[src/hdl/scos_cfg.svh]
// Constants of the strap, clock and status block.
// Assumes a 100 MHz core clock; all counts derive from it.
`ifndef SCOS_CFG_SVH
`define SCOS_CFG_SVH

// ==========================================================
// Core clock
`define SCOS_CLK_PERIOD_NS   16'h000A
// ==========================================================
// Internal oscillator/PLL half period, seen on the clock out
`define SCOS_PLL_HALF_NS     16'h0050
`define SCOS_PLL_HALF_CYC    (`SCOS_PLL_HALF_NS / `SCOS_CLK_PERIOD_NS)
// ==========================================================
// Panel data shift period
`define SCOS_PANEL_SHIFT_NS  16'h0028
`define SCOS_PANEL_SHIFT_CYC (`SCOS_PANEL_SHIFT_NS / `SCOS_CLK_PERIOD_NS)
// ==========================================================
// Widths and reset values
`define SCOS_DIV_W           8
`define SCOS_BYTE_ZERO       8'h00
`define SCOS_NIB_ZERO        4'h0
`define SCOS_DIV_ZERO        8'h00
`define SCOS_DIV_ONE         8'h01

`endif

[src/hdl/scos_pkg.sv]
// Types and helpers of the strap, clock and status block.
// Assumes scos_cfg.svh is visible for the constants it uses.
`include "scos_cfg.svh"

package scos_pkg;

  // ========================================================
  // Panel shifter states
  typedef enum logic [2:0] {
    SCOS_PNL_IDLE = 3'b001,
    SCOS_PNL_HI   = 3'b010,
    SCOS_PNL_LO   = 3'b100
  } scos_pnl_t;

  // ========================================================
  // Pick one nibble of a byte onto the low lines
  function automatic logic [7:0] scos_nib(input logic [7:0] b,
                                         input logic       hi);
    scos_nib = hi ? {`SCOS_NIB_ZERO, b[7:4]}
                  : {`SCOS_NIB_ZERO, b[3:0]};
  endfunction

endpackage

[src/hdl/scos_host_decode.sv]
// Host strobe decoder for both bus styles.
// Assumes strobes are synchronous to clk and style is static.
`timescale 1ns/100ps
`include "scos_cfg.svh"

module scos_host_decode (
  input  wire logic clk,
  input  wire logic nrst,
  input  wire logic enable,
  input  wire logic style_en_rw,
  input  wire logic host_cs,
  input  wire logic host_rd_en,
  input  wire logic host_wr_rw,
  output logic      rd_act,
  output logic      wr_act,
  output logic      rd_end,
  output logic      wr_end
);

  logic rd_now;
  logic wr_now;
  logic rd_reg;
  logic wr_reg;

  // ========================================================
  // Style decode: strobes low-active, or enable plus direction
  always_comb begin
    if (style_en_rw) begin
      rd_now = enable & host_cs & host_rd_en & host_wr_rw;   // [RULE4]
      wr_now = enable & host_cs & host_rd_en & ~host_wr_rw;  // [RULE4]
    end else begin
      rd_now = enable & host_cs & ~host_rd_en;               // [RULE4]
      wr_now = enable & host_cs & ~host_wr_rw;               // [RULE4]
    end
  end

  // Registered activity, ends on the trailing edge
  always_ff @(posedge clk or negedge nrst) begin
    if (!nrst) begin
      rd_reg <= 1'b0;
      wr_reg <= 1'b0;
    end else begin
      rd_reg <= rd_now;
      wr_reg <= wr_now;
    end
  end

  assign rd_act = rd_now;
  assign wr_act = wr_now;
  assign rd_end = rd_reg & ~rd_now;
  assign wr_end = wr_reg & ~wr_now;

endmodule

[src/hdl/scos_top.sv]
// Strap capture, clock source, host nibble/byte transfer,
// panel data shifter and command status outputs.
// Assumes all pins synchronous to clk; ext_clock_in is slow.
//
// How it works
// RULE1: Low nrst resets everything; operation resumes after it returns high.
// RULE2: Clock strap low enables oscillator/PLL; high uses ext_clock_in.
// RULE3: Panel strap low gives 4-bit panel bus, high gives 8-bit.
// RULE4: Host style strap low: separate strobes; high: enable plus direction.
// RULE5: Host width strap low: 4-bit nibbles; high: full 8-bit bus.
// RULE6: During read status is 1,0; during write status is 1,1.
// RULE7: With no read or write served, first status bit is 0.
// RULE8: Internal system clock appears on the clock output pin.
// RULE9: In 4-bit host mode host drives only the low nibble.
// RULE10: In 4-bit panel mode only low four panel lines carry data.
// RULE11: Straps are captured once at reset release, then ignored.
`timescale 1ns/100ps
`include "scos_cfg.svh"

module scos_top (
  input  wire logic       clk,
  input  wire logic       nrst,
  input  wire logic       clock_source_strap,
  input  wire logic       panel_bus_width_strap,
  input  wire logic       host_style_strap,
  input  wire logic       host_bus_width_strap,
  input  wire logic       test_strap,
  input  wire logic       ext_clock_in,
  input  wire logic       host_cs,
  input  wire logic       host_rd_en,
  input  wire logic       host_wr_rw,
  input  wire logic       host_rs,
  input  wire logic [7:0] host_data_in,
  output logic      [7:0] host_data_out,
  output logic            host_data_oe,
  input  wire logic [7:0] user_rd_data,
  output logic            user_rd_ack,
  output logic      [7:0] user_wr_data,
  output logic            user_wr_rs,
  output logic            user_wr_strobe,
  input  wire logic [7:0] panel_in_data,
  input  wire logic       panel_in_valid,
  output logic            panel_in_ready,
  output logic      [7:0] panel_data_bus,
  output logic            panel_shift,
  output logic            op_state_bit_a,
  output logic            op_state_bit_b,
  output logic            osc_enable,
  output logic            pll_enable,
  output logic            clk_out,
  output logic            cfg_valid,
  output logic            test_mode
);
  import scos_pkg::*;

  // ========================================================
  // Strap capture
  logic cfg_valid_reg;
  logic ext_clk_reg;
  logic panel8_reg;
  logic style_reg;
  logic host8_reg;
  logic test_reg;

  // Straps taken at the first edge after release, then frozen
  always_ff @(posedge clk or negedge nrst) begin
    if (!nrst) begin                                    // [RULE1]
      cfg_valid_reg <= 1'b0;
      ext_clk_reg   <= 1'b0;
      panel8_reg    <= 1'b0;
      style_reg     <= 1'b0;
      host8_reg     <= 1'b0;
      test_reg      <= 1'b0;
    end else if (!cfg_valid_reg) begin                  // [RULE11]
      cfg_valid_reg <= 1'b1;
      ext_clk_reg   <= clock_source_strap;
      panel8_reg    <= panel_bus_width_strap;
      style_reg     <= host_style_strap;
      host8_reg     <= host_bus_width_strap;
      test_reg      <= ~test_strap;                     // Normally high
    end
  end

  assign cfg_valid = cfg_valid_reg;
  assign test_mode = test_reg;

  // ========================================================
  // Clock source and clock output
  logic                   osc_en_reg;
  logic                   clk_out_reg;
  logic [`SCOS_DIV_W-1:0] pll_cnt_reg;
  logic                   pll_tick;

  // Oscillator and PLL only run in crystal mode
  always_ff @(posedge clk or negedge nrst) begin
    if (!nrst) begin
      osc_en_reg <= 1'b0;
    end else begin
      osc_en_reg <= cfg_valid_reg & ~ext_clk_reg;       // [RULE2]
    end
  end

  // Divider standing in for the PLL output phase
  assign pll_tick = (pll_cnt_reg ==
                     `SCOS_DIV_W'(`SCOS_PLL_HALF_CYC - 1));

  always_ff @(posedge clk or negedge nrst) begin
    if (!nrst) begin
      pll_cnt_reg <= `SCOS_DIV_ZERO;
    end else if (!osc_en_reg || pll_tick) begin
      pll_cnt_reg <= `SCOS_DIV_ZERO;
    end else begin
      pll_cnt_reg <= pll_cnt_reg + `SCOS_DIV_ONE;
    end
  end

  // System clock onto the output pin, from either source
  always_ff @(posedge clk or negedge nrst) begin
    if (!nrst) begin
      clk_out_reg <= 1'b0;
    end else if (!cfg_valid_reg) begin
      clk_out_reg <= 1'b0;
    end else if (ext_clk_reg) begin
      clk_out_reg <= ext_clock_in;                      // [RULE2] [RULE8]
    end else if (pll_tick) begin
      clk_out_reg <= ~clk_out_reg;                      // [RULE8]
    end
  end

  assign osc_enable = osc_en_reg;
  assign pll_enable = osc_en_reg;
  assign clk_out    = clk_out_reg;

  // ========================================================
  // Host cycle decode
  logic rd_act;
  logic wr_act;
  logic rd_end;
  logic wr_end;

  scos_host_decode u_decode (
    .clk         (clk),
    .nrst        (nrst),
    .enable      (cfg_valid_reg),
    .style_en_rw (style_reg),
    .host_cs     (host_cs),
    .host_rd_en  (host_rd_en),
    .host_wr_rw  (host_wr_rw),
    .rd_act      (rd_act),
    .wr_act      (wr_act),
    .rd_end      (rd_end),
    .wr_end      (wr_end)
  );

  // ========================================================
  // Host write path
  logic [7:0] wr_hold_reg;
  logic       wr_rs_hold_reg;
  logic [3:0] wr_hi_reg;
  logic       wr_nib_lo_reg;
  logic [7:0] wr_data_reg;
  logic       wr_rs_reg;
  logic       wr_strobe_reg;

  // Data follows the bus while the write strobe is active
  always_ff @(posedge clk or negedge nrst) begin
    if (!nrst) begin
      wr_hold_reg    <= `SCOS_BYTE_ZERO;
      wr_rs_hold_reg <= 1'b0;
    end else if (wr_act) begin
      wr_hold_reg    <= host_data_in;
      wr_rs_hold_reg <= host_rs;
    end
  end

  // Byte per cycle, or high nibble then low nibble
  always_ff @(posedge clk or negedge nrst) begin
    if (!nrst) begin
      wr_hi_reg     <= `SCOS_NIB_ZERO;
      wr_nib_lo_reg <= 1'b0;
      wr_data_reg   <= `SCOS_BYTE_ZERO;
      wr_rs_reg     <= 1'b0;
      wr_strobe_reg <= 1'b0;
    end else begin
      wr_strobe_reg <= 1'b0;
      if (wr_end) begin
        if (host8_reg) begin                            // [RULE5]
          wr_data_reg   <= wr_hold_reg;
          wr_rs_reg     <= wr_rs_hold_reg;
          wr_strobe_reg <= 1'b1;
        end else if (!wr_nib_lo_reg) begin              // [RULE5] [RULE9]
          wr_hi_reg     <= wr_hold_reg[3:0];
          wr_nib_lo_reg <= 1'b1;
        end else begin
          wr_data_reg   <= {wr_hi_reg, wr_hold_reg[3:0]};
          wr_rs_reg     <= wr_rs_hold_reg;
          wr_strobe_reg <= 1'b1;
          wr_nib_lo_reg <= 1'b0;
        end
      end
    end
  end

  assign user_wr_data   = wr_data_reg;
  assign user_wr_rs     = wr_rs_reg;
  assign user_wr_strobe = wr_strobe_reg;

  // ========================================================
  // Host read path
  logic [7:0] rd_out_reg;
  logic       rd_oe_reg;
  logic       rd_nib_lo_reg;
  logic       rd_ack_reg;

  // Bus drive one cycle after the read strobe is seen
  always_ff @(posedge clk or negedge nrst) begin
    if (!nrst) begin
      rd_out_reg <= `SCOS_BYTE_ZERO;
      rd_oe_reg  <= 1'b0;
    end else begin
      rd_oe_reg  <= rd_act;
      rd_out_reg <= host8_reg ? user_rd_data                  // [RULE5]
                  : scos_nib(user_rd_data, ~rd_nib_lo_reg);
    end
  end

  // Nibble pointer and acknowledge once the byte is consumed
  always_ff @(posedge clk or negedge nrst) begin
    if (!nrst) begin
      rd_nib_lo_reg <= 1'b0;
      rd_ack_reg    <= 1'b0;
    end else begin
      rd_ack_reg <= 1'b0;
      if (rd_end) begin
        if (host8_reg || rd_nib_lo_reg) begin
          rd_ack_reg    <= 1'b1;
          rd_nib_lo_reg <= 1'b0;
        end else begin
          rd_nib_lo_reg <= 1'b1;
        end
      end
    end
  end

  assign host_data_out = rd_out_reg;
  assign host_data_oe  = rd_oe_reg;
  assign user_rd_ack   = rd_ack_reg;

  // ========================================================
  // Command status outputs
  logic op_a_reg;
  logic op_b_reg;

  // 1,0 read; 1,1 write; 0,0 otherwise
  always_ff @(posedge clk or negedge nrst) begin
    if (!nrst) begin
      op_a_reg <= 1'b0;                                 // [RULE7]
      op_b_reg <= 1'b0;
    end else begin
      op_a_reg <= rd_act | wr_act;                      // [RULE6] [RULE7]
      op_b_reg <= wr_act;                               // [RULE6]
    end
  end

  assign op_state_bit_a = op_a_reg;
  assign op_state_bit_b = op_b_reg;

  // ========================================================
  // Panel data shifter
  scos_pnl_t              pnl_state_reg;
  scos_pnl_t              pnl_state_next;
  logic [7:0]             pnl_byte_reg;
  logic [7:0]             pnl_bus_reg;
  logic                   pnl_shift_reg;
  logic                   pnl_ready_reg;
  logic [`SCOS_DIV_W-1:0] pnl_cnt_reg;
  logic                   pnl_tick;

  // Shift-rate enable pulse
  assign pnl_tick = (pnl_cnt_reg ==
                     `SCOS_DIV_W'(`SCOS_PANEL_SHIFT_CYC - 1));

  always_ff @(posedge clk or negedge nrst) begin
    if (!nrst) begin
      pnl_cnt_reg <= `SCOS_DIV_ZERO;
    end else if (pnl_tick) begin
      pnl_cnt_reg <= `SCOS_DIV_ZERO;
    end else begin
      pnl_cnt_reg <= pnl_cnt_reg + `SCOS_DIV_ONE;
    end
  end

  // Next state: one beat per byte, or two in nibble mode
  always_comb begin
    pnl_state_next = pnl_state_reg;
    unique case (pnl_state_reg)
      SCOS_PNL_IDLE: begin
        if (pnl_ready_reg && panel_in_valid) begin
          pnl_state_next = SCOS_PNL_HI;
        end
      end
      SCOS_PNL_HI: begin
        if (pnl_tick) begin
          pnl_state_next = panel8_reg ? SCOS_PNL_IDLE      // [RULE3]
                                      : SCOS_PNL_LO;
        end
      end
      SCOS_PNL_LO: begin
        if (pnl_tick) begin
          pnl_state_next = SCOS_PNL_IDLE;
        end
      end
      default: pnl_state_next = SCOS_PNL_IDLE;
    endcase
  end

  always_ff @(posedge clk or negedge nrst) begin
    if (!nrst) begin
      pnl_state_reg <= SCOS_PNL_IDLE;
    end else begin
      pnl_state_reg <= pnl_state_next;
    end
  end

  // Byte accept, bus drive and shift pulse
  always_ff @(posedge clk or negedge nrst) begin
    if (!nrst) begin
      pnl_byte_reg  <= `SCOS_BYTE_ZERO;
      pnl_bus_reg   <= `SCOS_BYTE_ZERO;
      pnl_shift_reg <= 1'b0;
      pnl_ready_reg <= 1'b0;
    end else begin
      pnl_shift_reg <= 1'b0;
      pnl_ready_reg <= cfg_valid_reg &&
                       (pnl_state_next == SCOS_PNL_IDLE);
      if (pnl_state_reg == SCOS_PNL_IDLE && pnl_ready_reg &&
          panel_in_valid) begin
        pnl_byte_reg <= panel_in_data;
      end
      if (pnl_tick && pnl_state_reg == SCOS_PNL_HI) begin
        pnl_shift_reg <= 1'b1;
        pnl_bus_reg   <= panel8_reg ? pnl_byte_reg          // [RULE3]
                       : scos_nib(pnl_byte_reg, 1'b1);      // [RULE10]
      end
      if (pnl_tick && pnl_state_reg == SCOS_PNL_LO) begin
        pnl_shift_reg <= 1'b1;
        pnl_bus_reg   <= scos_nib(pnl_byte_reg, 1'b0);      // [RULE10]
      end
    end
  end

  assign panel_in_ready = pnl_ready_reg;
  assign panel_data_bus = pnl_bus_reg;
  assign panel_shift    = pnl_shift_reg;

endmodule

[config.mk]
export PLATFORM = sky130hd
export DESIGN_NAME = scos_top
export DESIGN_NICKNAME = d
export VERILOG_FILES = /design/src/hdl/scos_pkg.sv /design/src/hdl/scos_host_decode.sv /design/src/hdl/scos_top.sv
export VERILOG_INCLUDE_DIRS = /design/src /design/src/hdl
export SDC_FILE = /design/constraint.sdc
export NUM_CORES = 1
export LEC_CHECK = 0
export BUFFER_PORTS_ARGS = -buffer_cell sky130_fd_sc_hd__buf_2
export CAP_MARGIN = 20
export CORE_UTILIZATION = 31
export CTS_CLUSTER_SIZE = 16
export DETAILED_ROUTE_END_ITERATION = 10
export SLEW_MARGIN = 20
export SYNTH_ARGS = -nofsm -noshare
export SYNTH_HDL_FRONTEND = slang
export SYNTH_SLANG_ARGS = --single-unit
[constraint.sdc]
create_clock -name clk -period 1.9 [get_ports clk]
set_clock_uncertainty 0.2 [all_clocks]
set_input_delay 0.38 -clock clk [delete_from_list [all_inputs] [get_ports clk]]
set_output_delay 0.38 -clock clk [all_outputs]
set_load 0.05 [all_outputs]
==> reports/metrics.json, run 1 <==
{
  "run_status": {
    "status": "complete, but fails checks",
    "failed_checks": "setup timing"
  },
  "critical_path": {
    "worst-r2r-setup-slack_ns": -0.09,
    "critPathRequiredTime_ns": 1.95,
    "ff2ff_path_depth": 4,
    "critPathMaxStageDelay_ns": 0.46,
    "r2r-start": "pnl_cnt_reg[1]",
    "endpoint_kind": "flop",
    "cp_cell_sequence": "ha_4 > or4b_4 > or4_4 > o221a_1",
    "element_type_at_the_critical_path_start": "flop",
    "crit_end": "panel_data_bus[0]",
    "worst_ep_arrival_time_ns": 2.04,
    "regToRegEndpoint": "panel_data_bus[0]",
    "worst_path_max_delay_cell": "or4b_4",
    "maximum_fanout_along_the_worst_path": 4,
    "timing.critical_path.from": "pnl_cnt_reg[1]",
    "worst-setup-path-type": "flop to flop"
  },
  "yosys": {
    "synth_top_cells_by_area": "dfrtp_1 60%, mux2_2 14%, xor2_1 1.6%",
    "synth_largest_area_cell": "dfrtp_1",
    "synth-edff-count": 0,
    "synth_top_cell_area_share": 0.6007,
    "synth_nets": 289,
    "asyncSetResetFlopFracSynth": 1.000,
    "syn-instance-count": 250,
    "seq_area_frac_synth": 0.6085,
    "synthDistinctLibCells": 47,
    "syn_area_per_cell_um2": 13.50,
    "ys.flop_type": "dfrtp_1",
    "syn_area_um2": 3374,
    "ys_seq_elements": 82,
    "synthesis.yosys.warnings": 0
  },
  "cts": {
    "clk_latency_ns": 0.35,
    "cts_sinks": 82,
    "tritoncts": "done",
    "clk_transition_reported_paths_ns": 0.08,
    "cts_inserted_buffers": 9,
    "cts_htree_levels": 3,
    "clk_root_buffer_cell": "clkbuf_8",
    "cts.path.max_buffers": 2
  },
  "global_route": {
    "global_route.usage.total": 0.1343,
    "pin_count_of_the_biggest_net_entering_global_routing": 40,
    "grt_first_pass_wirelength_um": 11740,
    "gr-total-overflow": 0,
    "number_of_antenna_violations_at_the_first_check_in_global_routing": 0,
    "number_of_global_route_vias_before_repair": 2424
  },
  "place": {
    "hpwl_um": 5141,
    "placed_cells_incl_taps": 482,
    "post-place-ws_ns": -0.1275,
    "gp_congestion": 0.7864,
    "portBuffers": 73,
    "dpl-instance-area_um2": 4165
  },
  "pwr": {
    "power.density_nw_per_um2": 1142,
    "power.ir.vdd_worst_mv": 0.5264,
    "leakage_nw": 2.120
  },
  "routing": {
    "drt_iter0_drc": 66,
    "drt_first_pass_iters": 4,
    "vias": 2348,
    "routed_via_density": 4.677,
    "route.final.wire_length_um": 6977,
    "drc_errors": 0,
    "routed_wire_length_per_instance_um": 13.90,
    "antenna_violating_nets_post_route": 0
  },
  "timing": {
    "hold_viol_final": 0,
    "slew_violations": 0,
    "max-slew-margin-rel": 0.6610,
    "tns_ns": -0.3505,
    "layout_worst_path_cycle_share": 1.048,
    "setup_violations": 4,
    "tightestPinTransition_ns": 0.5017,
    "post-route-worst-setup-slack_ns": -0.09078,
    "finalWorstPathRequiredPeriod_ns": 1.991,
    "max_clock_freq_ghz": 0.5023,
    "rsz0062_at_grt": "true"
  },
  "layout": {
    "finish.utilization": 0.4221,
    "num-nets-final": 400,
    "stdcell_count": 502,
    "antennaDiodeCount": 0,
    "layout-drive-gt1-share": 0.4836,
    "final_area_um2": 4397,
    "area_growth_syn_to_layout_pct": 30.29,
    "num-fill-cells": 1019
  },
  "die": {
    "rows": 37,
    "die-area_um2": 11310,
    "die-height_um": 106.3,
    "core_um2": 10420,
    "floorplan.initialDensity": 0.3240,
    "io_pins": 74,
    "dieWidth_um": 106.3
  },
  "job": {
    "drv_cap": 0
  },
  "min_path": {
    "hp-class": "primary input to flop"
  }
}
-- layout by cell type, fill, tap and decap left out, types with 2 or more instances in the layout --
cell type and instances:
dfrtp_1 80, buf_2 72, mux2_2 42, buf_4 30, nor2_1 11, clkbuf_8 9, o21ai_0 7, nand3_1 7
xor2_1 6, inv_1 6, nand2_1 6, and2_1 6, o211ai_1 5, xnor2_1 5, nor2b_1 4, nor3b_1 4
a21oi_1 4, or3_1 4, a22o_1 4, o221a_1 4, clkinv_2 4, nand4_1 3, nor4_1 3, buf_12 3
nor3_1 2, and3_2 2, and3_1 2, dlygate4sd3_1 2
-- area by class of cell --
cell class,count,area (um^2),area share
repair buffers,107,665.6,0.1514
inverters,6,22.52,0.005122
well taps,136,170.2,0.03870
clock buffers,10,127.6,0.02903
multi-input cells,155,1299,0.2954
clock inverters,6,57.56,0.01309
flip-flops and latches,82,2054,0.4673
-- where the power goes --
group	switching, mW	internal (mW)
sequential	0.214	2.11
combinational	0.946	0.534
clock	0.622	0.599
total	1.78	3.24
-- logic make-up (layout without fill, tap and decap cells) --
group	Yosys count	count (layout)	synth area share
buffers and inverters	13	129	0.01557
xor gates and xnor gates	11	11	0.02855
and+or+nand+nor	63	63	0.1135
AOI/OAI and AO/OA	36	36	0.08528
adders and majority gates	2	2	0.007414
other	1	1	0.001111
muxes	42	42	0.1402
DFF	82	82	0.6085
-- repair_timing --
| action | in CTS | in global routing |
|---|---|---|
| endpoints found under the hold margin | 21 | 0 |
| buffers inserted | 1 | 1 |
| endpoints found under the setup margin | 4 | 8 |
| hold buffers | 2 | 0 |
| gates cloned | 0 | 0 |
| gates resized for setup | 1 | 1 |
| pin swaps | 1 | 1 |
-- worst min path at each step --
stage / from / slack (ns) / end / depth (start not counted)
floorplan: nrst / -0.12 / cfg_valid / 0
global placement: nrst / 0.11 / pnl_cnt_reg[7] / 1
detailed placement: nrst / 0.11 / pnl_cnt_reg[7] / 1
CTS: clock_source_strap / 0.03 / ext_clk_reg / 2
global route: user_rd_data[3] / 0.04 / host_data_out[3] / 2
finish: clock_source_strap / 0.05 / ext_clk_reg / 2
-- through the flow --
| stage | hold WS (ns) | power (mW) |
|---|---|---|
| global route | 0.04024 | 5.281 |
| CTS | 0.02787 | 5.095 |
| finish | 0.05029 | 5.022 |
| floorplan | -0.1156 | 3.395 |
| detailed placement | 0.1107 | 3.852 |
| global placement | 0.1051 | 3.820 |
-- synthesized netlist by cell type (3+ instances only) --
master and instances:
xor2_1 6, a21oi_1 4, inv_1 6, nor4_1 3, or3_1 4, clkbuf_1 6
mux2_2 42, xnor2_1 5, o21ai_0 7, and3_1 3, a22o_1 4, nand4_1 3
and2_1 6, nor2b_1 4, nand3_1 7, o221a_1 4, nand2_1 6, nor3b_1 4
o211ai_1 5, dfrtp_1 81, nor2_1 11
-- worst max-delay path: cells and delay by family (launching register included) --
kind / cells / cell delay (ns)
simple gates: 2 / 0.92
flops: 1 / 0.39
compound gates: 1 / 0.24
fa+ha+maj: 1 / 0.14
-- layer usage --
layer | wire (um) | up-vias | GRT usage | share of wire
met5 | 0 | - | 0 | 0
met2 | 3446 | 44 | 0.2106 | 0.49
met4 | 164 | 0 | 0.08135 | 0.024
li1 | - | 1126 | - | -
met1 | 3140 | 1166 | 0.1706 | 0.45
met3 | 225 | 12 | 0.02698 | 0.032
Power figures use the tool's default switching activity.
==> run 2, diff against run 1 <==
--- a/config.mk
+++ b/config.mk
@@ -11,7 +11,9 @@
 export CORE_UTILIZATION = 31
 export CTS_CLUSTER_SIZE = 16
 export DETAILED_ROUTE_END_ITERATION = 10
+export RECOVER_POWER = 100
 export SLEW_MARGIN = 20
 export SYNTH_ARGS = -nofsm -noshare
 export SYNTH_HDL_FRONTEND = slang
 export SYNTH_SLANG_ARGS = --single-unit
+export TNS_END_PERCENT = 1
==> run 2 against run 1 <==
The flow still finishes with violations (setup timing). Cell area hardly changed. Largest power group unchanged. Die area stayed put. Largest cell class unchanged. Critical path type unchanged. Critical path depth stayed put. Worst setup slack worse by 0.026 ns.
==> reports/metrics.json, run 2 (synthesized netlist as in run 1, its figures left out) <==
{
  "timing": {
    "slew_violations": 0,
    "hold-worst-slack_ns": 0.04899,
    "hold_viol_final": 0,
    "max_clock_freq_ghz": 0.4958,
    "rsz0062_at_grt": "true",
    "layout_worst_path_cycle_share": 1.062,
    "finalWorstPathRequiredPeriod_ns": 2.017,
    "post-route-worst-setup-slack_ns": -0.1169,
    "tightestPinTransition_ns": 0.9033,
    "setup_violations": 4,
    "max-slew-margin-rel": 0.3978
  },
  "critical_path": {
    "timing.critical_path.buf_inv": 0,
    "worst_path_max_delay_cell": "or4b_4",
    "element_type_at_the_critical_path_start": "flop",
    "maximum_fanout_along_the_worst_path": 4,
    "timing.critical_path.depth": 4,
    "critPathMaxStageDelay_ns": 0.47,
    "critPathRequiredTime_ns": 1.95,
    "cp_cell_sequence": "ha_4 > or4b_4 > or4_4 > o221a_1",
    "worst_ep_arrival_time_ns": 2.07,
    "ff2ff_path_depth": 4,
    "endpoint_kind": "flop",
    "timing.critical_path.max_delay_family": "simple AND/OR/NAND/NOR gates",
    "worst-setup-path-type": "flop to flop"
  },
  "cts": {
    "cts_sinks": 82,
    "cts.path.max_buffers": 2,
    "tritoncts": "done",
    "clk_transition_reported_paths_ns": 0.09,
    "clk_root_buffer_cell": "clkbuf_8",
    "clk_latency_ns": 0.36,
    "cts_htree_levels": 3,
    "cts_inserted_buffers": 9
  },
  "pwr": {
    "p_seq_frac": 0.448,
    "internal-power_mw": 3.364,
    "power.density_nw_per_um2": 1175,
    "power.combinational.fraction": 0.282,
    "leakage_nw": 2.125,
    "power.share.clock": 0.270,
    "power.share.switching": 0.3482,
    "power_mw": 5.161,
    "power.net_switching_mw": 1.797,
    "power.ir.vdd_worst_mv": 0.6614
  },
  "layout": {
    "layout.area.seq_um2": 2054,
    "layout_common_cells": "80 x dfrtp_1, 72 x buf_2, 42 x mux2_2",
    "multi_input_comb_area_um2": 1290,
    "antennaDiodeCount": 0,
    "area_growth_syn_to_layout_pct": 30.22,
    "finish.utilization": 0.4219,
    "stdcell_count": 501,
    "layout.cells.most_common": "dfrtp_1",
    "num-fill-cells": 1004,
    "num-nets-final": 399,
    "layout-drive-gt1-share": 0.4712
  },
  "die": {
    "core_um2": 10420,
    "rows": 37,
    "dieWidth_um": 106.3,
    "io_pins": 74,
    "die-area_um2": 11310,
    "floorplan.initialDensity": 0.3240,
    "die-height_um": 106.3
  },
  "routing": {
    "routed_via_density": 4.693,
    "drt_iter0_drc": 109,
    "routed_wire_length_per_instance_um": 14.16,
    "drt_first_pass_iters": 4,
    "vias": 2351,
    "route.final.wire_length_um": 7095,
    "drc_errors": 0,
    "antenna_violating_nets_post_route": 0
  },
  "place": {
    "portBuffers": 73,
    "hpwl_um": 5088,
    "gp_congestion": 0.7685,
    "placed_cells_incl_taps": 482
  },
  "global_route": {
    "number_of_antenna_violations_at_the_first_check_in_global_routing": 0,
    "number_of_global_route_vias_before_repair": 2386,
    "grt_first_pass_wirelength_um": 11560,
    "gr-total-overflow": 0,
    "pin_count_of_the_biggest_net_entering_global_routing": 37,
    "global_route.usage.total": 0.1320
  },
  "run_status": {
    "failed_checks": "setup timing",
    "status": "complete, but fails checks"
  },
  "min_path": {
    "worstHoldPathCells": 2,
    "hp-class": "primary input to flop"
  },
  "job": {
    "drv_cap": 0
  }
}
run 2: changes by cell type in the layout (fill, tap and decap cells not counted), sizes merged:
| cell | previous run | this run |
|---|---|---|
| buf | 105 | 102 |
| bufinv | 1 | 2 |
| clkbuf | 10 | 12 |
| clkinv | 4 | 2 |
| inv | 6 | 7 |
run 2: path summary, 6_finish.rpt:
check,startpoint,end,slack (ns)
max,pnl_cnt_reg[0],panel_data_bus[2],-0.12
min,user_rd_data[6],host_data_out[6],0.05
min reg2reg,pll_cnt_reg[0],pll_cnt_reg[0],0.26
max reg2reg,pnl_cnt_reg[0],panel_data_bus[2],-0.12
min in group asynchronous,nrst,panel_data_bus[5],0.48
max in group asynchronous,nrst,host_data_out[3],0.30
run 2: final cells by class:
| type | instances | share of cell area |
|---|---|---|
| Clock buffer | 10 | 0.02904 |
| Clock inverter | 6 | 0.02050 |
| Inverter | 6 | 0.005125 |
| Multi-Input combinational cell | 155 | 0.2936 |
| Sequential cell | 82 | 0.4675 |
| Tap cell | 136 | 0.03872 |
| Timing Repair Buffer | 106 | 0.1455 |
run 2: repair_timing:
| action | CTS | global route |
|---|---|---|
| resized for setup | 0 | 1 |
| setup endpoints to repair | 4 | 4 |
| hold endpoints to repair | 33 | 0 |
| hold buffers | 2 | 0 |
| setup buffers | 0 | 1 |
run 2: stage by stage:
stage	setup WS (ns)	cell area [um^2]	TNS [ns]
2_1_floorplan	-0.05929	3388	-0.3009
3_3_place_gp	-0.09808	4145	-0.3902
3_5_place_dp	-0.1305	4145	-0.4993
4_1_cts	-0.1329	4383	-0.4992
5_1_grt	-0.1510	4394	-0.5597
6_report	-0.1169	4394	-0.4386
run 2: per-layer routing:
layer	GRT usage	share of wire	vias up
met2	0.2152	0.48	46
met1	0.1629	0.45	1163
met5	0	0	-
met4	0.04464	0.013	0
met3	0.04476	0.049	9
li1	-	-	1133
run 2: power groups by stage:
stage	clock network [mW]	registers (mW)	logic (mW)
global route	1.50	2.36	1.54
finish	1.39	2.31	1.46
global placement	0	2.34	1.45
floorplan	0	2.94	0.457
detailed placement	0	2.35	1.47
CTS	1.45	2.32	1.48
